$ cat src/inc/tlp_pkg.sv
// package: constants, register map and types of the tri-level dual-phase pwm sequencer
`default_nettype none

package tlp_pkg;
	// timing, system clock 200 MHz
	localparam int unsigned CLK_HZ      = 200_000_000;
	localparam int unsigned CLK_MHZ     = CLK_HZ / 1_000_000;
	localparam int unsigned OSC_MIN_HZ  = 500_000;
	localparam int unsigned OSC_MAX_HZ  = 3_000_000;
	localparam int unsigned OSC_PER_MIN = (CLK_HZ + OSC_MAX_HZ - 1) / OSC_MAX_HZ;
	localparam int unsigned OSC_PER_MAX = CLK_HZ / OSC_MIN_HZ;
	localparam int unsigned OSC_PER_W   = 16;
	localparam logic [15:0] OSC_PER_RST = 16'h00C8;
	localparam int unsigned MIN_ON_NS   = 100;
	localparam int unsigned MIN_ON_CYC  = (MIN_ON_NS * CLK_MHZ + 999) / 1000;
	localparam int unsigned TRI_TIME_NS = 60_000;
	localparam int unsigned TRI_CYC     = TRI_TIME_NS * CLK_MHZ / 1000;
	localparam int unsigned BOOT_FIRST  = 32;
	localparam int unsigned BOOT_EXTRA  = 4;
	localparam int unsigned NUM_PHASES  = 2;

	// tri-level pwm codes
	typedef logic [1:0] tlp_lvl_t;
	localparam tlp_lvl_t LVL_MID  = 2'h0;
	localparam tlp_lvl_t LVL_HIGH = 2'h1;
	localparam tlp_lvl_t LVL_LOW  = 2'h2;

	// sync out strap codes
	localparam logic [1:0] SO_OPEN = 2'h0;
	localparam logic [1:0] SO_OSC  = 2'h1;
	localparam logic [1:0] SO_SW   = 2'h2;

	// apb register byte offsets
	localparam logic [7:0] REG_CTRL  = 8'h00;
	localparam logic [7:0] REG_OSC   = 8'h04;
	localparam logic [7:0] REG_STAT  = 8'h08;
	localparam logic [7:0] REG_MASK  = 8'h0C;
	localparam logic [7:0] REG_STATE = 8'h10;

	// control bits, status bits
	localparam int unsigned CTRL_EN_BIT  = 0;
	localparam int unsigned CTRL_TRI_BIT = 1;
	localparam int unsigned ST_BOOT_DONE = 0;
	localparam int unsigned ST_REFRESH   = 1;
	localparam int unsigned ST_SYNC_LOST = 2;
	localparam int unsigned ST_FAULT     = 3;
	localparam int unsigned STAT_W       = 4;

	// sequencer states
	typedef enum logic [4:0] {
		TLP_IDLE  = 5'b00001,
		TLP_BOOT  = 5'b00010,
		TLP_RUN   = 5'b00100,
		TLP_TRI   = 5'b01000,
		TLP_FAULT = 5'b10000
	} tlp_state_e;
endpackage

`default_nettype wire

$ cat src/rtl/tlp_osc.sv
// oscillator tick generator with external sync lock and internal fallback
`default_nettype none

module tlp_osc #(
	parameter int unsigned PER_W = tlp_pkg::OSC_PER_W
) (
	// clock, reset, enable
	input  wire logic             i_sys_clk,
	input  wire logic             i_nrst,
	input  wire logic             i_clk_en,
	// period and external clock
	input  wire logic [PER_W-1:0] i_period,
	input  wire logic             i_sync_in,
	// tick and status
	output logic                  o_tick,
	output logic                  o_osc_lvl,
	output logic                  o_locked,
	output logic                  o_sync_lost
);
	import tlp_pkg::*;

	logic [PER_W-1:0] cnt_r;
	logic             sync_d_r;
	logic             lvl_r;
	logic             locked_r;
	logic             lost_r;
	logic             sync_edge;
	logic             expire;

	// internal period is set longer than sync, so a live sync edge always wins
	assign sync_edge   = i_sync_in & ~sync_d_r;
	assign expire      = (cnt_r >= (i_period - 1'b1));
	assign o_tick      = sync_edge | expire;
	assign o_osc_lvl   = lvl_r;
	assign o_locked    = locked_r;
	assign o_sync_lost = lost_r;

	// period counter restarts on every tick
	always_ff @(posedge i_sys_clk) begin
		if (!i_nrst) begin
			cnt_r <= '0;
		end else if (i_clk_en) begin
			cnt_r <= o_tick ? '0 : cnt_r + 1'b1;
		end
	end

	// sync edge detect, lock flag and loss pulse
	always_ff @(posedge i_sys_clk) begin
		if (!i_nrst) begin
			sync_d_r <= 1'b0;
			locked_r <= 1'b0;
			lost_r   <= 1'b0;
		end else if (i_clk_en) begin
			sync_d_r <= i_sync_in;
			lost_r   <= expire & locked_r;
			if (sync_edge) begin
				locked_r <= 1'b1;
			end else if (expire) begin
				locked_r <= 1'b0;
			end
		end
	end

	// square wave at oscillator rate for the sync output
	always_ff @(posedge i_sys_clk) begin
		if (!i_nrst) begin
			lvl_r <= 1'b0;
		end else if (i_clk_en) begin
			if (o_tick) begin
				lvl_r <= 1'b1;
			end else if (cnt_r == (i_period >> 1)) begin
				lvl_r <= 1'b0;
			end
		end
	end
endmodule

`default_nettype wire

$ cat src/rtl/tlp_seq.sv
// tri-level dual-phase pwm sequencer top with apb registers
`default_nettype none

module tlp_seq #(
	parameter int unsigned MIN_ON     = tlp_pkg::MIN_ON_CYC,
	parameter int unsigned TRI_CYCLES = tlp_pkg::TRI_CYC
) (
	// clock, reset, enable
	input  wire logic        i_sys_clk,
	input  wire logic        i_nrst,
	input  wire logic        i_clk_en,
	// apb slave
	input  wire logic        i_psel,
	input  wire logic        i_penable,
	input  wire logic        i_pwrite,
	input  wire logic [7:0]  i_paddr,
	input  wire logic [31:0] i_pwdata,
	output logic [31:0]      o_prdata,
	output logic             o_pready,
	output logic             o_pslverr,
	// straps and analog status
	input  wire logic [1:0]  i_phase_tied_vcc,
	input  wire logic [1:0]  i_sync_out_strap,
	input  wire logic        i_freq_set_short,
	input  wire logic        i_sync_in,
	input  wire logic [1:0]  i_cur_cmp,
	// pwm and clock outputs
	output tlp_pkg::tlp_lvl_t o_phase_one_pwm_out,
	output tlp_pkg::tlp_lvl_t o_phase_two_pwm_out,
	output logic             o_sync_out,
	output logic             o_irq
);
	import tlp_pkg::*;

	localparam int unsigned    ONC_W     = $clog2(MIN_ON + 1);
	localparam int unsigned    TMR_W     = $clog2(TRI_CYCLES + 1);
	localparam logic [ONC_W-1:0] ONC_LOAD = ONC_W'(MIN_ON - 1);
	localparam logic [TMR_W-1:0] TMR_LAST = TMR_W'(TRI_CYCLES - 1);
	localparam logic [5:0]     TGT_FIRST = 6'(BOOT_FIRST);
	localparam logic [5:0]     TGT_EXTRA = 6'(BOOT_EXTRA);
	localparam logic [15:0]    PER_LO    = 16'(OSC_PER_MIN);
	localparam logic [15:0]    PER_HI    = 16'(OSC_PER_MAX);
	localparam logic [ONC_W:0] MIN_ON_LEN = (ONC_W+1)'(MIN_ON);

	function automatic logic is_high(input tlp_lvl_t l);
		return l == LVL_HIGH;
	endfunction

	function automatic logic is_low(input tlp_lvl_t l);
		return l == LVL_LOW;
	endfunction

	function automatic logic is_mapped(input logic [7:0] a);
		return (a == REG_CTRL) || (a == REG_OSC) || (a == REG_STAT) || (a == REG_MASK) || (a == REG_STATE);
	endfunction

	// clamps software period into the supported oscillator range
	function automatic logic [15:0] clamp_per(input logic [15:0] p);
		return (p < PER_LO) ? PER_LO : ((p > PER_HI) ? PER_HI : p);
	endfunction

	tlp_state_e            state_r;
	logic [5:0]            tgt_r;
	logic [5:0]            bcnt_r;
	logic                  toggle_r;
	logic [1:0]            tied_r;
	logic [1:0]            so_mode_r;
	logic                  strap_done_r;
	logic                  armed_r;
	logic [TMR_W-1:0]      tmr_r;
	logic                  pend_r;
	logic                  ctrl_en_r;
	logic                  ctrl_tri_r;
	logic [15:0]           osc_per_r;
	logic [STAT_W-1:0]     stat_r;
	logic [STAT_W-1:0]     mask_r;
	logic [31:0]           prdata_r;
	logic                  pslverr_r;
	logic                  sync_out_r;
	logic [31:0]           rd_word;
	logic [STAT_W-1:0]     stat_set;
	logic [STAT_W-1:0]     stat_clr;
	tlp_lvl_t [NUM_PHASES-1:0] lvl;
	logic [NUM_PHASES-1:0] hi_set;
	logic [NUM_PHASES-1:0] active;
	logic                  osc_tick;
	logic                  osc_lvl;
	logic                  locked;
	logic                  sync_lost;
	logic                  slot1;
	logic                  run;
	logic                  boot;
	logic                  boot_end;
	logic                  tmr_exp;
	logic                  fault_act;
	logic                  apb_setup;
	logic                  apb_access;
	logic                  apb_wr;

	tlp_osc #(
		.PER_W (OSC_PER_W)
	) u_osc (
		.i_sys_clk   (i_sys_clk),
		.i_nrst      (i_nrst),
		.i_clk_en    (i_clk_en),
		.i_period    (clamp_per(osc_per_r)),
		.i_sync_in   (i_sync_in),
		.o_tick      (osc_tick),
		.o_osc_lvl   (osc_lvl),
		.o_locked    (locked),
		.o_sync_lost (sync_lost)
	);

	// decoded sequencer conditions
	assign slot1     = osc_tick & toggle_r;
	assign run       = (state_r == TLP_RUN);
	assign boot      = (state_r == TLP_BOOT);
	assign active    = ~tied_r & {NUM_PHASES{strap_done_r}};
	assign fault_act = i_freq_set_short;
	assign boot_end  = boot & osc_tick & ~toggle_r & (bcnt_r == tgt_r);
	assign tmr_exp   = (state_r == TLP_TRI) & armed_r & (tmr_r == TMR_LAST);

	// straps are sampled once, on the first enabled edge after reset
	always_ff @(posedge i_sys_clk) begin
		if (!i_nrst) begin
			strap_done_r <= 1'b0;
			tied_r       <= 2'h0;
			so_mode_r    <= SO_OPEN;
		end else if (i_clk_en && !strap_done_r) begin
			strap_done_r <= 1'b1;
			tied_r       <= i_phase_tied_vcc;
			so_mode_r    <= i_sync_out_strap;
		end
	end

	// switching clock is the oscillator divided by two
	always_ff @(posedge i_sys_clk) begin
		if (!i_nrst) begin
			toggle_r <= 1'b0;
		end else if (i_clk_en && osc_tick) begin
			toggle_r <= ~toggle_r;
		end
	end

	// main sequencer; fault overrides everything, then enable
	always_ff @(posedge i_sys_clk) begin
		if (!i_nrst) begin
			state_r <= TLP_IDLE;
			tgt_r   <= TGT_FIRST;
		end else if (i_clk_en) begin
			if (fault_act) begin
				state_r <= TLP_FAULT;
			end else if (!ctrl_en_r && state_r != TLP_FAULT) begin
				state_r <= TLP_IDLE;
			end else begin
				case (state_r)
					TLP_IDLE: begin
						// starting on a phase-two tick keeps both phases at equal counts
						if (strap_done_r && slot1) begin
							state_r <= TLP_BOOT;
							tgt_r   <= TGT_FIRST;
						end
					end
					TLP_BOOT: begin
						if (boot_end) begin
							state_r <= ctrl_tri_r ? TLP_TRI : TLP_RUN;
						end
					end
					TLP_RUN: begin
						if (ctrl_tri_r) begin
							state_r <= TLP_TRI;
						end
					end
					TLP_TRI: begin
						if (!ctrl_tri_r) begin
							state_r <= TLP_RUN;
						end else if (pend_r && slot1) begin
							state_r <= TLP_BOOT;
							tgt_r   <= TGT_EXTRA;
						end
					end
					TLP_FAULT: begin
						state_r <= TLP_IDLE;
					end
					default: begin
						state_r <= TLP_IDLE;
					end
				endcase
			end
		end
	end

	// refresh pulse counter, one step per switching period
	always_ff @(posedge i_sys_clk) begin
		if (!i_nrst) begin
			bcnt_r <= 6'h00;
		end else if (i_clk_en) begin
			if (!boot) begin
				bcnt_r <= 6'h00;
			end else if (slot1 && bcnt_r < tgt_r) begin
				bcnt_r <= bcnt_r + 6'h01;
			end
		end
	end

	// tristate timer; armed by a high command or the first boot, one shot per arm
	always_ff @(posedge i_sys_clk) begin
		if (!i_nrst) begin
			armed_r <= 1'b0;
			tmr_r   <= '0;
			pend_r  <= 1'b0;
		end else if (i_clk_en) begin
			if (|hi_set) begin
				armed_r <= 1'b1;
			end else if (boot_end && tgt_r == TGT_FIRST) begin
				armed_r <= 1'b1;
			end else if (tmr_exp) begin
				armed_r <= 1'b0;
			end
			if (state_r != TLP_TRI || (|hi_set)) begin
				tmr_r <= '0;
			end else if (armed_r && !tmr_exp) begin
				tmr_r <= tmr_r + 1'b1;
			end
			if (tmr_exp) begin
				pend_r <= 1'b1;
			end else if (state_r != TLP_TRI) begin
				pend_r <= 1'b0;
			end
		end
	end

	// per-phase tri-level drivers
	for (genvar p = 0; p < NUM_PHASES; p++) begin : g_ph
		tlp_lvl_t         lvl_r;
		logic [ONC_W-1:0] onc_r;
		logic             start;
		// phase two starts on the odd tick, half a switching period later
		assign start     = osc_tick & (toggle_r == 1'(p));
		assign hi_set[p] = run & active[p] & start;
		assign lvl[p]    = lvl_r;
		always_ff @(posedge i_sys_clk) begin
			if (!i_nrst) begin
				lvl_r <= LVL_MID;
				onc_r <= '0;
			end else if (i_clk_en) begin
				if (hi_set[p]) begin
					lvl_r <= LVL_HIGH;
				end else if (run && is_high(lvl_r) && i_cur_cmp[p]) begin
					lvl_r <= LVL_LOW;
				end else if (boot && active[p] && start && bcnt_r < tgt_r) begin
					lvl_r <= LVL_LOW;
					onc_r <= ONC_LOAD;
				end else if (boot && is_low(lvl_r)) begin
					if (onc_r == '0) begin
						lvl_r <= LVL_MID;
					end else begin
						onc_r <= onc_r - 1'b1;
					end
				end else if (!run) begin
					lvl_r <= LVL_MID;
				end
			end
		end
	end

	assign o_phase_one_pwm_out = lvl[0];
	assign o_phase_two_pwm_out = lvl[1];

	// sync output source follows the strap, forced low in fault
	always_ff @(posedge i_sys_clk) begin
		if (!i_nrst) begin
			sync_out_r <= 1'b0;
		end else if (i_clk_en) begin
			if (state_r == TLP_FAULT) begin
				sync_out_r <= 1'b0;
			end else begin
				case (so_mode_r)
					SO_OSC:  sync_out_r <= osc_lvl;
					SO_SW:   sync_out_r <= toggle_r;
					default: sync_out_r <= is_high(lvl[1]);
				endcase
			end
		end
	end

	assign o_sync_out = sync_out_r;

	// apb: zero wait states, read data captured in the setup cycle
	assign apb_setup  = i_psel & ~i_penable;
	assign apb_access = i_psel & i_penable;
	assign apb_wr     = apb_access & i_pwrite & ~pslverr_r;
	assign o_pready   = apb_access;
	assign o_pslverr  = apb_access & pslverr_r;
	assign o_prdata   = prdata_r;

	// read multiplexer
	always_comb begin
		rd_word = 32'h0000_0000;
		case (i_paddr)
			REG_CTRL:  rd_word = {30'h0, ctrl_tri_r, ctrl_en_r};
			REG_OSC:   rd_word = {16'h0000, osc_per_r};
			REG_STAT:  rd_word = {{(32-STAT_W){1'b0}}, stat_r};
			REG_MASK:  rd_word = {{(32-STAT_W){1'b0}}, mask_r};
			REG_STATE: rd_word = {22'h0, so_mode_r, tied_r, locked, state_r};
			default:   rd_word = 32'h0000_0000;
		endcase
	end

	always_ff @(posedge i_sys_clk) begin
		if (!i_nrst) begin
			prdata_r  <= 32'h0000_0000;
			pslverr_r <= 1'b0;
		end else if (i_clk_en && apb_setup) begin
			prdata_r  <= i_pwrite ? 32'h0000_0000 : rd_word;
			pslverr_r <= ~is_mapped(i_paddr);
		end
	end

	// writable registers
	always_ff @(posedge i_sys_clk) begin
		if (!i_nrst) begin
			ctrl_en_r  <= 1'b0;
			ctrl_tri_r <= 1'b0;
			osc_per_r  <= OSC_PER_RST;
			mask_r     <= '0;
		end else if (i_clk_en && apb_wr) begin
			if (i_paddr == REG_CTRL) begin
				ctrl_en_r  <= i_pwdata[CTRL_EN_BIT];
				ctrl_tri_r <= i_pwdata[CTRL_TRI_BIT];
			end
			if (i_paddr == REG_OSC) begin
				osc_per_r <= i_pwdata[15:0];
			end
			if (i_paddr == REG_MASK) begin
				mask_r <= i_pwdata[STAT_W-1:0];
			end
		end
	end

	// sticky status; only bits already seen by the read are cleared, and set wins
	always_comb begin
		stat_set               = '0;
		stat_set[ST_BOOT_DONE] = boot_end & (tgt_r == TGT_FIRST);
		stat_set[ST_REFRESH]   = tmr_exp;
		stat_set[ST_SYNC_LOST] = sync_lost;
		stat_set[ST_FAULT]     = fault_act & (state_r != TLP_FAULT);
		stat_clr = (apb_access && !i_pwrite && i_paddr == REG_STAT) ? prdata_r[STAT_W-1:0] : '0;
	end

	always_ff @(posedge i_sys_clk) begin
		if (!i_nrst) begin
			stat_r <= '0;
		end else if (i_clk_en) begin
			stat_r <= (stat_r & ~stat_clr) | stat_set;
		end
	end

	assign o_irq = |(stat_r & mask_r);

	// assertion helpers: low pulse length and refresh count on the lead phase
	tlp_lvl_t     lead;
	logic         lead_low;
	logic [ONC_W:0] hl_len_r;
	logic [6:0]   hp_cnt_r;
	assign lead     = tied_r[0] ? lvl[1] : lvl[0];
	assign lead_low = is_low(lead);
	always_ff @(posedge i_sys_clk) begin
		if (!i_nrst) begin
			hl_len_r <= '0;
			hp_cnt_r <= 7'h00;
		end else if (i_clk_en) begin
			hl_len_r <= lead_low ? hl_len_r + 1'b1 : '0;
			if (!boot) begin
				hp_cnt_r <= 7'h00;
			end else if (lead_low && hl_len_r == '0) begin
				hp_cnt_r <= hp_cnt_r + 7'h01;
			end
		end
	end
endmodule

`default_nettype wire

$ cat config.mk
export PLATFORM = sky130hd
export DESIGN_NAME = tlp_seq
export DESIGN_NICKNAME = d
export VERILOG_FILES = /design/src/inc/tlp_pkg.sv /design/src/rtl/tlp_osc.sv /design/src/rtl/tlp_seq.sv
export SDC_FILE = /design/constraint.sdc
export NUM_CORES = 1
export LEC_CHECK = 0
export BUFFER_PORTS_ARGS = -buffer_cell sky130_fd_sc_hd__buf_2
export CORE_MARGIN = 3
export CORE_UTILIZATION = 55
export CTS_CLUSTER_SIZE = 16
export DETAILED_ROUTE_END_ITERATION = 16
export GPL_ROUTABILITY_DRIVEN = 0
export PLACE_DENSITY = 0.73
export SYNTH_ARGS = -nofsm -noshare
export SYNTH_HDL_FRONTEND = slang
export SYNTH_SLANG_ARGS = --single-unit
$ cat constraint.sdc
create_clock -name i_sys_clk -period 10.94 [get_ports i_sys_clk]
set_input_delay 1.094 -clock i_sys_clk [delete_from_list [all_inputs] [get_ports i_sys_clk]]
set_output_delay 1.094 -clock i_sys_clk [all_outputs]
set_load 0.1 [all_outputs]
Word-level counts from Yosys, hierarchy flattened --
Index checks and enable logic that the tools add are counted.
Storage, ports and cells: register bits after elaboration 133, latch bits 0, RAM bits 0, memory bits (read-only) 0, bits of input ports 54, output and inout port bits 40, word-level logic and storage cells 222, memories kept 0
Cells by class: add/subtract/negate cells 6, multipliers 0, div/mod/pow operators 0, $lt $le $gt $ge 4, eq/ne operators 35, shift operators 0, multiplexer cells 51, bitwise operators 38, reductions and logical operators 61
Operators by type and width (number):
- $pmux 16 s5 | 1
- $mux 5 | 13
- $mux 16 | 3
- $mux 32 | 1
- $mux 6 | 5
- $mux 14 | 2
- $logic_and 1x1->1 | 24
- $mux 2 | 11
- $and 1x1->1 | 20
- $pmux 5 s4 | 1
- $reduce_and 2->1 | 9
- $add 16x1->16 const B | 1
- $eq 16x15->1 | 1
- $eq 8x4->1 const B | 2
- $ge 16x16->1 | 1
- $gt 16x9->1 const B | 1
- $lt 16x7->1 const B | 1
- $sub 16x1->16 const B | 1
- $ne 5x4->1 const B | 3
- $reduce_and 5->1 | 3
- $add 14x1->14 const B | 1
- $eq 14x14->1 const B | 1
- $reduce_bool 2->1 | 7
- $pmux 6 s2 | 1
- other kinds (41) | 81

Depth between registers and ports, before layout --
Gate-level depths: netlist of run 1.
word-level depth 13, depth in mapped cells 23, depth with buffers taken out 19

By module --
Synthesis of run 1 repeated with hierarchy kept, for this count alone.
Unflattened totals: cells, all modules 792, area, all modules 6618.8 µm²
Modules (own cells, without submodules):
- tlp_seq | times used 1, cells an instance 591, area an instance 4964.8 µm², sequential area each 1861.8 µm²
- tlp_osc | times used 1, cells an instance 201, area an instance 1654.1 µm², sequential area each 400.4 µm²

Worst setup path before layout of run 1 --
No wires, ideal clock.
kind reg2reg, from register osc_per_r[7], to register u_osc.cnt_r[10], library setup time 0.117 ns, arrival time 3.836 ns, required time 10.823 ns, slack 6.987 ns, stages on the path, launching flop included 23, buffers on the path 4, period minus slack after synthesis 3.953 ns, path through dfxtp_1 > clkbuf_1 > nand2_1 > a21oi_1 > or2_2 > clkbuf_1 > inv_1 > a21oi_1 > ha_1 > o21ai_1 > or4_1 > a21oi_1 > ha_1 > a21oi_1 > o21a_1 > o21ba_2 > nand4_2 > nor2_2 > nor2b_1 > clkbuf_1 > nand2b_4 > buf_2 > nor2_1
Between the ends: cells in the longest elaborated chain, start to end 7, elaborated cells on any way between the ends 8, those cells by class 1 x add/sub; 3 x order compare; 3 x mux; 1 x bitwise
Ends and longest elaborated chain:
- start, declared | RTL line tlp_seq.sv:74 | logic [15:0] osc_per_r;
- start signal, assigned | RTL line tlp_seq.sv:333 | osc_per_r <= i_pwdata[15:0];
- $gt 16x9->1 | RTL line tlp_seq.sv:59 | return (p < PER_LO) ? PER_LO : ((p > PER_HI) ? PER_HI : p);
- $mux 16 | RTL line tlp_seq.sv:59
- $mux 16 (*) | RTL line tlp_seq.sv:59
- $sub 16x1->16 (*) | RTL line tlp_osc.sv:32 | assign expire = (cnt_r >= (i_period - 1'b1));
- $ge 16x16->1 (*) | RTL line tlp_osc.sv:32
- $or 1x1->1 (*) | RTL line tlp_osc.sv:33 | assign o_tick = sync_edge | expire;
- $mux 16 (*) | RTL line tlp_osc.sv:43 | cnt_r <= o_tick ? '0 : cnt_r + 1'b1;
- end signal, assigned | RTL line tlp_osc.sv:43
- end, declared | RTL line tlp_osc.sv:22 | logic [PER_W-1:0] cnt_r;
Every way passes the cells marked *; elsewhere a longest branch is shown, timed or not. A chain may end at the register's enable or synchronous reset.

Worst setup path after layout of run 1 --
from register osc_per_r[12], to register g_ph[0].onc_r[4]
Between the ends: cells in the longest elaborated chain, start to end 11, elaborated cells on any way between the ends 16, those cells by class 1 x add/sub; 3 x order compare; 1 x eq/ne; 3 x mux; 4 x bitwise; 4 x reduce/logical
Ends and longest elaborated chain:
- $gt 16x9->1 | RTL line tlp_seq.sv:59
- $mux 16 | RTL line tlp_seq.sv:59
- $mux 16 (*) | RTL line tlp_seq.sv:59
- $sub 16x1->16 (*) | RTL line tlp_osc.sv:32
- $ge 16x16->1 (*) | RTL line tlp_osc.sv:32
- $or 1x1->1 (*) | RTL line tlp_osc.sv:33
- $and 1x1->1 (*) | RTL line tlp_seq.sv:239 | assign start = osc_tick & (toggle_r == 1'(p));
- $logic_and 1x1->1 (2 in a row) | RTL line tlp_seq.sv:251 | end else if (boot && active[p] && start && bcnt_r < tgt_r) begin
- $ne 2x2->1 (no line) / $reduce_bool 2->1 (equally long branches)
- $reduce_and 5->1 (no line)
- end signal, assigned | RTL line tlp_seq.sv:258 | onc_r <= onc_r - 1'b1;
- end, declared | RTL line tlp_seq.sv:236 | logic [ONC_W-1:0] onc_r;
Marks and branches as above.

==> impl_summary.txt, run 1 <==
----------------------------------------------------
[Routing]
  Total wire length after detailed routing ... 14800 um
  Avg Vias per Cell ... 5.78
  DRC errors left ... 0
  Number of nets with antenna violations after routing ... 0
  Number of optimization iterations in the first detailed-route pass ... 5
  Vias after detailed routing ... 5771
  First DRT Iteration DRCs ... 400
  Avg WL per Cell ... 14.8 um

[Clock tree]
  Number of gates given a new drive strength after cts ... 0
  Number of setup buffers added after CTS ... 0
  CTS Hold Buffers Added ... 0
  Clock Latency Late Sink ... 410 ps
  Clock tree from TritonCTS ... built
  Clock buffer count from CTS ... 17
  TritonCTS sink count ... 113
  CTS H-Tree Depth ... 4
  Clk buf depth ... 2
  Clock transition at the registers of the reported paths ... 50 ps
  Clk Tree Root Cell ... sky130_fd_sc_hd__clkbuf_16

[Min path]
  Worst Hold Launch ... tgt_r[5]$_SDFFE_PN1P_
  Hold/Removal Path Class ... reg2reg
  Worst hold path depth ... 1
  End point of the worst hold path ... tgt_r[5]$_SDFFE_PN1P_

[STA]
  Number of max-slew violations in the final report ... 0
  Period Utilization, post-route ... 42.0%
  Post-layout minimum cycle time ... 4600 ps
  Achievable clock frequency ... 0.217 GHz
  Fin Hold WS ... 462 ps
  RSZ-0062 raised after global routing ... no
  Relative max-transition margin ... 22.7%
  Setup TNS Final ... 0 ps
  Maximum clock skew at final layout ... 6.50 ps
  Total setup violations reported at the end of the flow ... 0
  Transition at the pin with the smallest max-transition slack ... 1160 ps
  Fin. Hold Viols ... 0

[Global routing]
  Global-route wire length before repair ... 25000 um
  Overflow left after global routing ... 0
  Largest net degree at the start of global routing ... 70
  Via count of the first global-routing pass ... 5503
  Initial antenna violation count ... 0
  GRT Total Usage ... 23.9%

[Yosys]
  Post-synth ARST share ... 0%
  Cell types occupying the most area after synthesis ... sky130_fd_sc_hd__dfxtp_1, sky130_fd_sc_hd__nand2_1, sky130_fd_sc_hd__nor2_1, sky130_fd_sc_hd__ha_1, sky130_fd_sc_hd__a21oi_1
  Mapped Avg Cell Area ... 7.87 sq um
  Ys flop type ... sky130_fd_sc_hd__dfxtp_1
  Post-synth EDFFs ... 0
  Number of flip-flops and latches in the synthesized netlist ... 113
  Number of distinct library cells after synthesis ... 71
  Post-synthesis instance area ... 6290 sq um
  Top cell type's share of synthesized area ... 36.0%
  Library cell with the largest summed area after synthesis ... sky130_fd_sc_hd__dfxtp_1
  Share of the yosys chip area belonging to registers ... 36.0%
  Cells after Synth ... 799
  Number of warnings issued by yosys ... 0

[Die]
  Initial standard-cell utilization of the core ... 57.2%
  DIE AREA ... 12700 sq um
  Die width ... 113 um
  Area of the placeable core ... 11000 sq um
  Row Count ... 38
  Top-Level Pins ... 94
  Die height ... 113 um

[Critical path]
  Critical Path, Cell by Cell ... nor4_1, nand2_1, nor4_2, a21oi_1, ha_1, inv_1, xnor2_1, ha_1, a31oi_1, nor2b_1, o311ai_1, nand4_2, o211ai_1, nand2_1, o31ai_1, a21oi_1
  Class of the most critical setup path ... reg2reg
  Endpoint type of the worst setup path ... flip-flop
  Req. time, crit path ... 11180 ps
  Crit path largest cell delay ... 630 ps
  Top fanout value on the critical path ... 9
  Slack of the worst reg-to-reg path ... 6340 ps
  CP max-delay cell ... sky130_fd_sc_hd__nor4_2
  CP Data Arrival Time ... 4840 ps
  Startpoint of the lowest-slack register-to-register path ... osc_per_r[12]$_SDFFE_PN0P_
  Startpoint class of the critical path ... flip-flop
  Reg-to-reg endpoint ... g_ph[0].onc_r[4]$_SDFFE_PN0P_
  Depth of the most critical reg-to-reg path ... 16

[Flow run]
  Max-cap violation count ... 0

[Layout]
  Number of nets in the final layout ... 929
  End-of-flow core utilization ... 65.4%
  Antenna fix cells ... 0
  Area growth from synthesis to layout ... 14.2%
  Most frequent cells in the layout ... sky130_fd_sc_hd__dfxtp_1, sky130_fd_sc_hd__nand2_1, sky130_fd_sc_hd__nor2_1
  Non-filler instance count after layout ... 998
  Share of cells above drive strength 1 ... 12.8%
  Most common cell after layout, fill and taps aside ... sky130_fd_sc_hd__dfxtp_1

[Power and ir drop]
  Power density over cell area ... 146 nW/um^2
  Int Pwr ... 798 uW
  Switch Pwr ... 246 uW
  Gate power share ... 6.6%
  Switching Fraction ... 23.6%
  Register share of total power ... 40.3%
  Peak supply drop ... 0.214 mV
  Leakage Power ... 0.00286 uW
  Power share of the clock group ... 53.1%

[Placement]
  Input/output buffers ... 61
  Placed cell count ... 967
  Sum of net half-perimeters after detailed placement ... 10600 um

[Run status]
  Result of the run ... finished, final reports clean

----------------------------------------------------
## synth_stat cells, drive strengths merged (12+ instances only)
cell      n
xnor2    19
a21oi    71
inv      21
nand4    14
nand3    27
dfxtp   113
xor2     18
a22oi    25
buf      20
nor2b    12
ha       29
nand2   102
and3     14
nor2    100
o21ai    29
mux2i    15
nor3     20
clkbuf   35
## per-stage QoR
step	worst slack (ps)	total power, uW	area (sq um)
floorplan	6990	487	6360
global placement	6490	497	6580
detailed placement	6440	498	6580
CTS	6410	1050	7180
global route	5940	1080	7180
finish	6340	1040	7180
## worst max path at each step
stage,slack (ps),startpoint,endpoint,cells past startpoint
after global placement,6490,osc_per_r[12]$_SDFFE_PN0P_,g_ph[0].onc_r[4]$_SDFFE_PN0P_,18
after floorplan,6990,osc_per_r[7]$_SDFFE_PN1P_,u_osc.cnt_r[10]$_SDFFE_PN0P_,22
after detailed placement,6440,osc_per_r[12]$_SDFFE_PN0P_,g_ph[0].onc_r[4]$_SDFFE_PN0P_,16
after global routing,5940,osc_per_r[12]$_SDFFE_PN0P_,g_ph[1].onc_r[0]$_SDFFE_PN0P_,18
final,6340,osc_per_r[12]$_SDFFE_PN0P_,g_ph[0].onc_r[4]$_SDFFE_PN0P_,16
after CTS,6410,osc_per_r[12]$_SDFFE_PN0P_,g_ph[0].onc_r[4]$_SDFFE_PN0P_,16
## state kept, by name (all words and copies together), names as in the netlist, 2 cells and up
signal	count
bcnt_r	6
g_ph.onc_r	10
tgt_r	2
tied_r	2
state_r	5
mask_r	4
tmr_r	14
stat_r	4
u_osc.cnt_r	16
o_prdata	16
so_mode_r	2
osc_per_r	16
o_phase_one_pwm_out	2
o_phase_two_pwm_out	2
## per-layer routing
metal	wire length, um	GRT usage (%)	part of all wire (%)
met1	6710	29.7	45
met2	6980	39.2	47
met3	838	6.63	5.7
met4	271	9.70	1.8
met5	0	0	0
## power by group through the flow
stage | clock (uW) | sequential, uW | combinational [uW]
floorplan | 0 | 427 | 60.1
global placement | 0 | 429 | 67.6
detailed placement | 0 | 429 | 68.4
CTS | 561 | 420 | 68.7
global route | 581 | 421 | 74.8
finish | 555 | 421 | 69.1
## cell type report
class                   count  area, sq um
well taps                 140          175
clock inverters            10          135
multi-input cells         630         3750
flip-flops and latches    113         2260
repair buffers             62          313
fillers                   915         3800
clock buffers              21          460
inverters                  22         82.6
## worst max-delay path: cells and delay by family (launching register included)
kind	cells	cell delay, ps
buf+inv	1	100
xor+xnor	1	120
compound gates	6	1490
flops	1	320
fa+ha+maj	2	550
simple gates	6	1820
## logic make-up after synthesis
kind of cell    Yosys count  synth area share, %
simple gates            346                 26.8
xor+xnor                 37                 5.16
fa+ha+maj                30                 5.93
other cells               2                0.119
buf+inv                  77                 5.61
compound gates          177                 17.6
flops                   113                 36.0
mux                      17                 2.75
No activity file was read; power rests on OpenSTA's default activity.
==> inputs of run 2 (changes only) <==
Settings changed: CORE_UTILIZATION 55 to 52.
Clock period 10.94 ns to 3.8 ns, I/O delays scaled along.
==> run 2 against run 1 <==
Against the previous run: flip-flop and latch count is the same; critical path type unchanged; critical path depth is the same; sequential power grew to 2.9 times the previous value; power grew to 2.8 times the previous value; clock-buffer cell count grew 1; hold slack lost 270 ps; non-clock buffer count grew 42.
==> impl_summary.txt, run 2 (synthesized netlist as in run 1, its figures left out) <==
----------------------------------------------------
[Routing]
  Total wire length after detailed routing ... 16700 um (+13%)
  Total length of routed met3 wires ... 885 um (+5.6%)
  First DRT Iteration DRCs ... 380 (-5.0%)
  Avg Vias per Cell ... 5.82 (+0.60%)
  Met2 routed wirelength ... 8280 um (+19%)
  Number of nets with antenna violations after routing ... 0 (unchanged)
  Vias after detailed routing ... 6050 (+4.8%)
  Avg WL per Cell ... 16.1 um (+8.3%)
  DRC errors left ... 0 (unchanged)
  Top Layer Used ... met4
  Metal-1 WL ... 7180 um (+7.0%)
  Number of optimization iterations in the first detailed-route pass ... 5 (unchanged)

[Critical path]
  Reg-to-reg endpoint ... g_ph[1].onc_r[2]$_SDFFE_PN0P_
  Slack of the worst reg-to-reg path ... 70 ps (-6280 ps)
  Endpoint of the worst setup timing path ... g_ph[1].onc_r[2]$_SDFFE_PN0P_
  Top fanout value on the critical path ... 7 (-2)
  Class of the most critical setup path ... reg2reg
  CP Data Arrival Time ... 4050 ps (-790 ps)
  CP startpoint ... osc_per_r[15]$_SDFFE_PN0P_
  Startpoint of the lowest-slack register-to-register path ... osc_per_r[15]$_SDFFE_PN0P_
  Depth of the most critical reg-to-reg path ... 16 (unchanged)
  Startpoint class of the critical path ... flip-flop
  Req. time, crit path ... 4110 ps (-7070 ps)
  Endpoint type of the worst setup path ... flip-flop

[Layout]
  Final design area excluding fillers ... 7700 sq um (+7.3%)
  End-of-flow core utilization ... 66.3% (+0.99 points)
  Number of nets in the final layout ... 971 (+4.5%)
  Antenna fix cells ... 0 (unchanged)
  Most frequent cells in the layout ... sky130_fd_sc_hd__dfxtp_1, sky130_fd_sc_hd__nor2_1, sky130_fd_sc_hd__nand2_1
  Share of cells above drive strength 1 ... 21.0% (+8.1 points)
  Non-filler instance count after layout ... 1040 (+4.2%)
  Most common cell after layout, fill and taps aside ... sky130_fd_sc_hd__dfxtp_1
  Area growth from synthesis to layout ... 22.6%

[Die]
  Initial standard-cell utilization of the core ... 54.1% (-3.1 points)
  Die width ... 116 um (+2.7%)
  Die height ... 116 um (+2.7%)
  Area of the placeable core ... 11600 sq um (+5.7%)
  Top-Level Pins ... 94 (unchanged)
  DIE AREA ... 13400 sq um (+5.5%)
  Row Count ... 39 (+2.6%)

[Placement]
  Input/output buffers ... 61 (unchanged)
  Placed cell count ... 1010 (+4.4%)
  Placed inst area ... 6890 sq um (+4.7%)
  Sum of net half-perimeters after detailed placement ... 11500 um (+8.6%)
  Worst-case setup slack after placement ... -282 ps (-6720 ps)

[Global routing]
  Global-route wire length before repair ... 26900 um (+7.9%)
  GRT Total Usage ... 25.1% (+1.2 points)
  Initial antenna violation count ... 0 (unchanged)
  Largest net degree at the start of global routing ... 53 (-24%)
  Via count of the first global-routing pass ... 5765 (+4.8%)
  Overflow left after global routing ... 0 (unchanged)

[STA]
  Transition at the pin with the smallest max-transition slack ... 758 ps (-400 ps)
  Period Utilization, post-route ... 98.3% (+56 points)
  Relative max-transition margin ... 49.4% (+27 points)
  Total setup violations reported at the end of the flow ... 0 (unchanged)
  Number of max-slew violations in the final report ... 0 (unchanged)
  Post-layout worst setup margin ... 65.1 ps (-6280 ps)
  Fin Hold WS ... 189 ps (-273 ps)
  Achievable clock frequency ... 0.268 GHz (+23%)
  Fin. Hold Viols ... 0 (unchanged)
  Post-layout minimum cycle time ... 3730 ps (-863 ps)
  RSZ-0062 raised after global routing ... yes
  Maximum clock skew at final layout ... 8.91 ps (+2.41 ps)

[Clock tree]
  Clk Tree Root Cell ... sky130_fd_sc_hd__clkbuf_16
  TritonCTS sink count ... 113 (unchanged)
  Clock Latency Late Sink ... 420 ps (about the same)
  Clock tree from TritonCTS ... built
  Clk buf depth ... 2 (unchanged)
  CTS H-Tree Depth ... 4 (unchanged)
  Clock transition at the registers of the reported paths ... 50 ps (about the same)
  CTS Hold Buffers Added ... 0 (unchanged)
  Clock buffer count from CTS ... 17 (unchanged)

[Power and ir drop]
  Register share of total power ... 41.5% (+1.2 points)
  Power share of the clock group ... 51.2% (-1.9 points)
  Gate power share ... 7.3% (+0.7 points)
  Switch Pwr ... 710 uW (+190%)
  Power density over cell area ... 379 nW/um^2 (+160%)
  Leakage Power ... 0.00308 uW (+7.8%)
  Int Pwr ... 2210 uW (+180%)
  Switching Fraction ... 24.3% (+0.72 points)
  Peak supply drop ... 0.324 mV (+51%)

[Run status]
  Result of the run ... finished, final reports clean

[Min path]
  Hold/Removal Path Class ... in2reg

[Flow run]
  Max-cap violation count ... 0 (unchanged)

----------------------------------------------------
==> run 2: cell types whose count changed in the layout (fill, tap and decap cells not counted), moves of 3 or more <==
cell                       delta
sky130_fd_sc_hd__a21boi_0     -3
sky130_fd_sc_hd__a21oi_1      -6
sky130_fd_sc_hd__a21oi_2      +3
sky130_fd_sc_hd__a21oi_4      +3
sky130_fd_sc_hd__buf_4       +42
sky130_fd_sc_hd__dfxtp_1      -6
sky130_fd_sc_hd__dfxtp_2      +6
sky130_fd_sc_hd__nand2_1      -5
sky130_fd_sc_hd__nand2_2      +4
sky130_fd_sc_hd__nor3_1       -3
sky130_fd_sc_hd__o21ai_0      -5
sky130_fd_sc_hd__o21ai_1      +3
==> run 2: critical path, stage by stage, from the launching register on <==
cell and delay (ps):
sky130_fd_sc_hd__dfxtp_2 330, sky130_fd_sc_hd__nor4_4 310, sky130_fd_sc_hd__nand2_2 140, sky130_fd_sc_hd__or3_4 380, sky130_fd_sc_hd__nor3_4 120, sky130_fd_sc_hd__o21ai_2 90, sky130_fd_sc_hd__or4_4 550, sky130_fd_sc_hd__a21oi_4 160
sky130_fd_sc_hd__ha_4 140, sky130_fd_sc_hd__a21oi_2 50, sky130_fd_sc_hd__o21a_1 190, sky130_fd_sc_hd__o21ba_4 200, sky130_fd_sc_hd__nand4_4 160, sky130_fd_sc_hd__o21ai_2 150, sky130_fd_sc_hd__or3b_2 500, sky130_fd_sc_hd__nand2_1 100
sky130_fd_sc_hd__nor2_1 50
==> run 2: worst min path at each step <==
stage	slack, ps	start	to	cells past startpoint
3_5_place_dp	450	tgt_r[5]$_SDFFE_PN1P_	tgt_r[5]$_SDFFE_PN1P_	1
3_3_place_gp	440	tgt_r[5]$_SDFFE_PN1P_	tgt_r[5]$_SDFFE_PN1P_	1
4_1_cts	170	i_pwdata[7]	osc_per_r[7]$_SDFFE_PN1P_	3
6_report	190	i_pwdata[7]	osc_per_r[7]$_SDFFE_PN1P_	3
5_1_grt	200	i_pwdata[11]	osc_per_r[11]$_SDFFE_PN0P_	3
2_1_floorplan	430	tgt_r[5]$_SDFFE_PN1P_	tgt_r[5]$_SDFFE_PN1P_	1
==> run 2: layout make-up <==
| type | instances | area, sq um |
|---|---|---|
| flip-flops and latches | 113 | 2270 |
| clock buffers | 22 | 454 |
| well taps | 143 | 179 |
| multi-input cells | 630 | 4010 |
| inverters | 22 | 82.6 |
| repair buffers | 104 | 628 |
| fillers | 959 | 3910 |
| clock inverters | 6 | 86.3 |
==> run 2: timing repair <==
action	in CTS	in global routing
setup endpoints to repair	43	47
endpoints found under the hold margin	0	0
pin swaps	4	19
gates resized for setup	18	46
buffers inserted	2	0
==> run 2: power by group through the flow <==
stage | combinational (uW) | clock (uW) | sequential [uW]
6_report | 215 | 1500 | 1210
5_1_grt | 230 | 1570 | 1210
4_1_cts | 209 | 1520 | 1210
3_5_place_dp | 206 | 0 | 1240
3_3_place_gp | 202 | 0 | 1230
2_1_floorplan | 174 | 0 | 1230
==> run 2: stage by stage <==
step / TNS, ps / power (uW)
final: 0 / 2920
after global routing: -1330 / 3010
after CTS: 0 / 2940
after detailed placement: -5430 / 1440
after global placement: -2060 / 1440
after floorplan: -15.4 / 1400
==> run 2: routing by layer <==
layer / vias to the layer above / global-route usage, %
li1: 2956 / -
met1: 2870 / 31.5
met2: 190 / 42.0
met3: 34 / 5.90
met4: 0 / 9.36
met5: - / 0
==> inputs of run 3 (changes only) <==
Settings changed: CORE_UTILIZATION 52 to 55.
Clock period 3.8 ns to 4.3 ns, I/O delays scaled along.
==> run 3 against run 2 <==
Against the previous run: cell area is 4.0% lower; critical path depth grew 1; global-route usage about the same; core utilization up 1.0 points; critical endpoint is now state_r[0]$_SDFFE_PN1P_; clock-buffer cell count shrank 2; wire length decreased by 5.7%; fmax shrank 8.8%; combinational power down 15%.
==> impl_summary.txt, run 3 (synthesized netlist as in run 1, its figures left out) <==
----------------------------------------------------
[Run status]
  Result of the run ... finished, final reports clean

[Layout]
  Most common cell after layout, fill and taps aside ... sky130_fd_sc_hd__dfxtp_1
  End-of-flow core utilization ... 67.4% (+1.0 points)
  Antenna fix cells ... 0 (unchanged)
  Number of fillers in the final layout ... 908 (-5.3%)
  Share of cells above drive strength 1 ... 15.8% (-5.2 points)
  Multi-input gate area in the final layout ... 3800 sq um (-5.2%)
  Most frequent cells in the layout ... sky130_fd_sc_hd__dfxtp_1, sky130_fd_sc_hd__nand2_1, sky130_fd_sc_hd__nor2_1
  Number of nets in the final layout ... 946 (-2.6%)
  Area growth from synthesis to layout ... 17.7%
  Register area ... 2260 sq um (-0.22%)

[STA]
  RSZ-0062 raised after global routing ... yes
  Total setup violations reported at the end of the flow ... 0 (unchanged)
  Maximum clock skew at final layout ... 6.77 ps (-2.15 ps)
  Fin. Hold Viols ... 0 (unchanged)
  Relative max-transition margin ... 21.6% (-28 points)
  Post-layout minimum cycle time ... 4100 ps (+361 ps)
  Number of max-slew violations in the final report ... 0 (unchanged)
  Period Utilization, post-route ... 95.2% (-3.0 points)
  Post-layout worst setup margin ... 204 ps (+139 ps)
  Achievable clock frequency ... 0.244 GHz (-8.8%)
  Setup TNS Final ... 0 ps (unchanged)
  Fin Hold WS ... 229 ps (+40.4 ps)
  Transition at the pin with the smallest max-transition slack ... 1170 ps (+416 ps)

[Die]
  DIE AREA ... 12700 sq um (-5.2%)
  Top-Level Pins ... 94 (unchanged)
  Initial standard-cell utilization of the core ... 57.2% (+3.1 points)
  Die height ... 113 um (-2.6%)
  Row Count ... 38 (-2.6%)
  Die width ... 113 um (-2.6%)
  Area of the placeable core ... 11000 sq um (-5.4%)

[Global routing]
  Via count of the first global-routing pass ... 5721 (-0.76%)
  Global-route wire length before repair ... 26400 um (-1.9%)
  Largest net degree at the start of global routing ... 70 (+32%)
  Overflow left after global routing ... 0 (unchanged)
  Initial antenna violation count ... 0 (unchanged)
  GRT Total Usage ... 25.1% (about the same)

[Critical path]
  Startpoint of the lowest-slack register-to-register path ... osc_per_r[12]$_SDFFE_PN0P_
  Req. time, crit path ... 4610 ps (+500 ps)
  Class of the most critical setup path ... reg2reg
  Depth of the most critical reg-to-reg path ... 17 (+1)
  Startpoint class of the critical path ... flip-flop
  CP Data Arrival Time ... 4410 ps (+360 ps)
  Reg-to-reg endpoint ... state_r[0]$_SDFFE_PN1P_
  Top fanout value on the critical path ... 6 (-1)
  Slack of the worst reg-to-reg path ... 200 ps (+140 ps)
  Endpoint type of the worst setup path ... flip-flop

[Routing]
  Vias after detailed routing ... 5891 (-2.6%)
  Avg WL per Cell ... 15.5 um (-3.5%)
  DRC errors left ... 0 (unchanged)
  Number of optimization iterations in the first detailed-route pass ... 5 (unchanged)
  Avg Vias per Cell ... 5.80 (-0.33%)
  First DRT Iteration DRCs ... 388 (+2.1%)
  Total wire length after detailed routing ... 15700 um (-5.7%)
  Number of nets with antenna violations after routing ... 0 (unchanged)

[Clock tree]
  CTS Hold Buffers Added ... 0 (unchanged)
  Clk buf depth ... 2 (unchanged)
  TritonCTS sink count ... 113 (unchanged)
  Clock Latency Late Sink ... 420 ps (about the same)
  Clock buffer count from CTS ... 17 (unchanged)
  Clk Tree Root Cell ... sky130_fd_sc_hd__clkbuf_16
  CTS H-Tree Depth ... 4 (unchanged)
  Clock transition at the registers of the reported paths ... 60 ps (about the same)
  Clock tree from TritonCTS ... built

[Power and ir drop]
  Peak supply drop ... 0.365 mV (+13%)
  Power density over cell area ... 375 nW/um^2 (-1.2%)
  Leakage Power ... 0.00296 uW (-4.0%)

[Min path]
  Worst Hold Launch ... i_pwdata[7]
  Hold/Removal Path Class ... in2reg
  Worst hold path depth ... 3 (unchanged)
  End point of the worst hold path ... osc_per_r[7]$_SDFFE_PN1P_

[Placement]
  Worst-case setup slack after placement ... 15.1 ps (+297 ps)
  Input/output buffers ... 61 (unchanged)
  Sum of net half-perimeters after detailed placement ... 11100 um (-3.7%)

[Flow run]
  Max-cap violation count ... 0 (unchanged)

----------------------------------------------------
-- run 3: cell types whose count changed in the layout (fill, tap and decap cells not counted), moves of 4 or more --
cell / delta
sky130_fd_sc_hd__dfxtp_1: +4
sky130_fd_sc_hd__buf_4: -25
sky130_fd_sc_hd__a21oi_1: +5
sky130_fd_sc_hd__nand2_1: +5
sky130_fd_sc_hd__dfxtp_2: -4
sky130_fd_sc_hd__nand2_2: -4
sky130_fd_sc_hd__o21ai_0: +4
-- run 3: worst max path at each step --
stage | from | to | slack [ps] | cells past startpoint
floorplan | osc_per_r[7]$_SDFFE_PN1P_ | u_osc.cnt_r[10]$_SDFFE_PN0P_ | 350 | 22
global placement | osc_per_r[12]$_SDFFE_PN0P_ | g_ph[1].onc_r[0]$_SDFFE_PN0P_ | 230 | 16
detailed placement | osc_per_r[12]$_SDFFE_PN0P_ | g_ph[1].onc_r[1]$_SDFFE_PN0P_ | 20 | 15
CTS | osc_per_r[12]$_SDFFE_PN0P_ | toggle_r$_SDFFE_PN0P_ | 40 | 17
global route | osc_per_r[12]$_SDFFE_PN0P_ | bcnt_r[4]$_SDFFE_PN0P_ | -80 | 17
finish | osc_per_r[12]$_SDFFE_PN0P_ | state_r[0]$_SDFFE_PN1P_ | 200 | 17
-- run 3: per-stage QoR --
step	instance area, sq um	total power (uW)	std cells
after floorplan	6360	1240	820
after global placement	6680	1270	980
after detailed placement	6680	1270	980
after CTS	7320	2770	1012
after global routing	7400	2850	1016
final	7400	2770	1016
-- run 3: routing by layer --
metal	vias to the layer above	routed length, um	global-route usage, %
li1	2903	-	-
met1	2797	7110	32.0
met2	169	7570	42.1
met5	-	0	0
met3	22	801	5.45
met4	0	262	8.65
-- run 3: cell type report --
| type | count | share of cell area, % |
|---|---|---|
| Multi-Input combinational cell | 630 | 51.3 |
| Inverter | 22 | 1.12 |
| Timing Repair Buffer | 79 | 5.95 |
| Clock inverter | 12 | 2.45 |
| Clock buffer | 20 | 6.17 |
| Tap cell | 140 | 2.37 |
| Sequential cell | 113 | 30.6 |
-- run 3: power by group --
part           switching (uW)  leakage [uW]  internal (uW)
clock                     518      0.000299           1000
sequential               13.2      0.000913           1060
combinational             140       0.00175           41.9
total                     671       0.00296           2100
-- run 3: worst max-delay path, stage by stage (launching register included) --
cell                       delay [ps]
sky130_fd_sc_hd__dfxtp_1          330
sky130_fd_sc_hd__nor4_2           300
sky130_fd_sc_hd__nand2_1          170
sky130_fd_sc_hd__or3_1            440
sky130_fd_sc_hd__nor3_1           190
sky130_fd_sc_hd__o21ai_1          130
sky130_fd_sc_hd__or4_1            500
sky130_fd_sc_hd__a21oi_2          170
sky130_fd_sc_hd__ha_1             140
sky130_fd_sc_hd__nand2_1           50
sky130_fd_sc_hd__nor3_1           200
sky130_fd_sc_hd__o311ai_1         160
sky130_fd_sc_hd__nand4_2          200
sky130_fd_sc_hd__buf_4            150
sky130_fd_sc_hd__nor2_4            50
sky130_fd_sc_hd__o221ai_1         300
sky130_fd_sc_hd__nand3_1          180
sky130_fd_sc_hd__a211o_1          330
-- run 3: what timing repair did --
action	in CTS	in global routing
resized for setup	1	11
pin swaps	0	3
gates cloned	0	0
endpoints found under the setup margin	1	42
buffers inserted	0	4
hold endpoints to repair	0	0
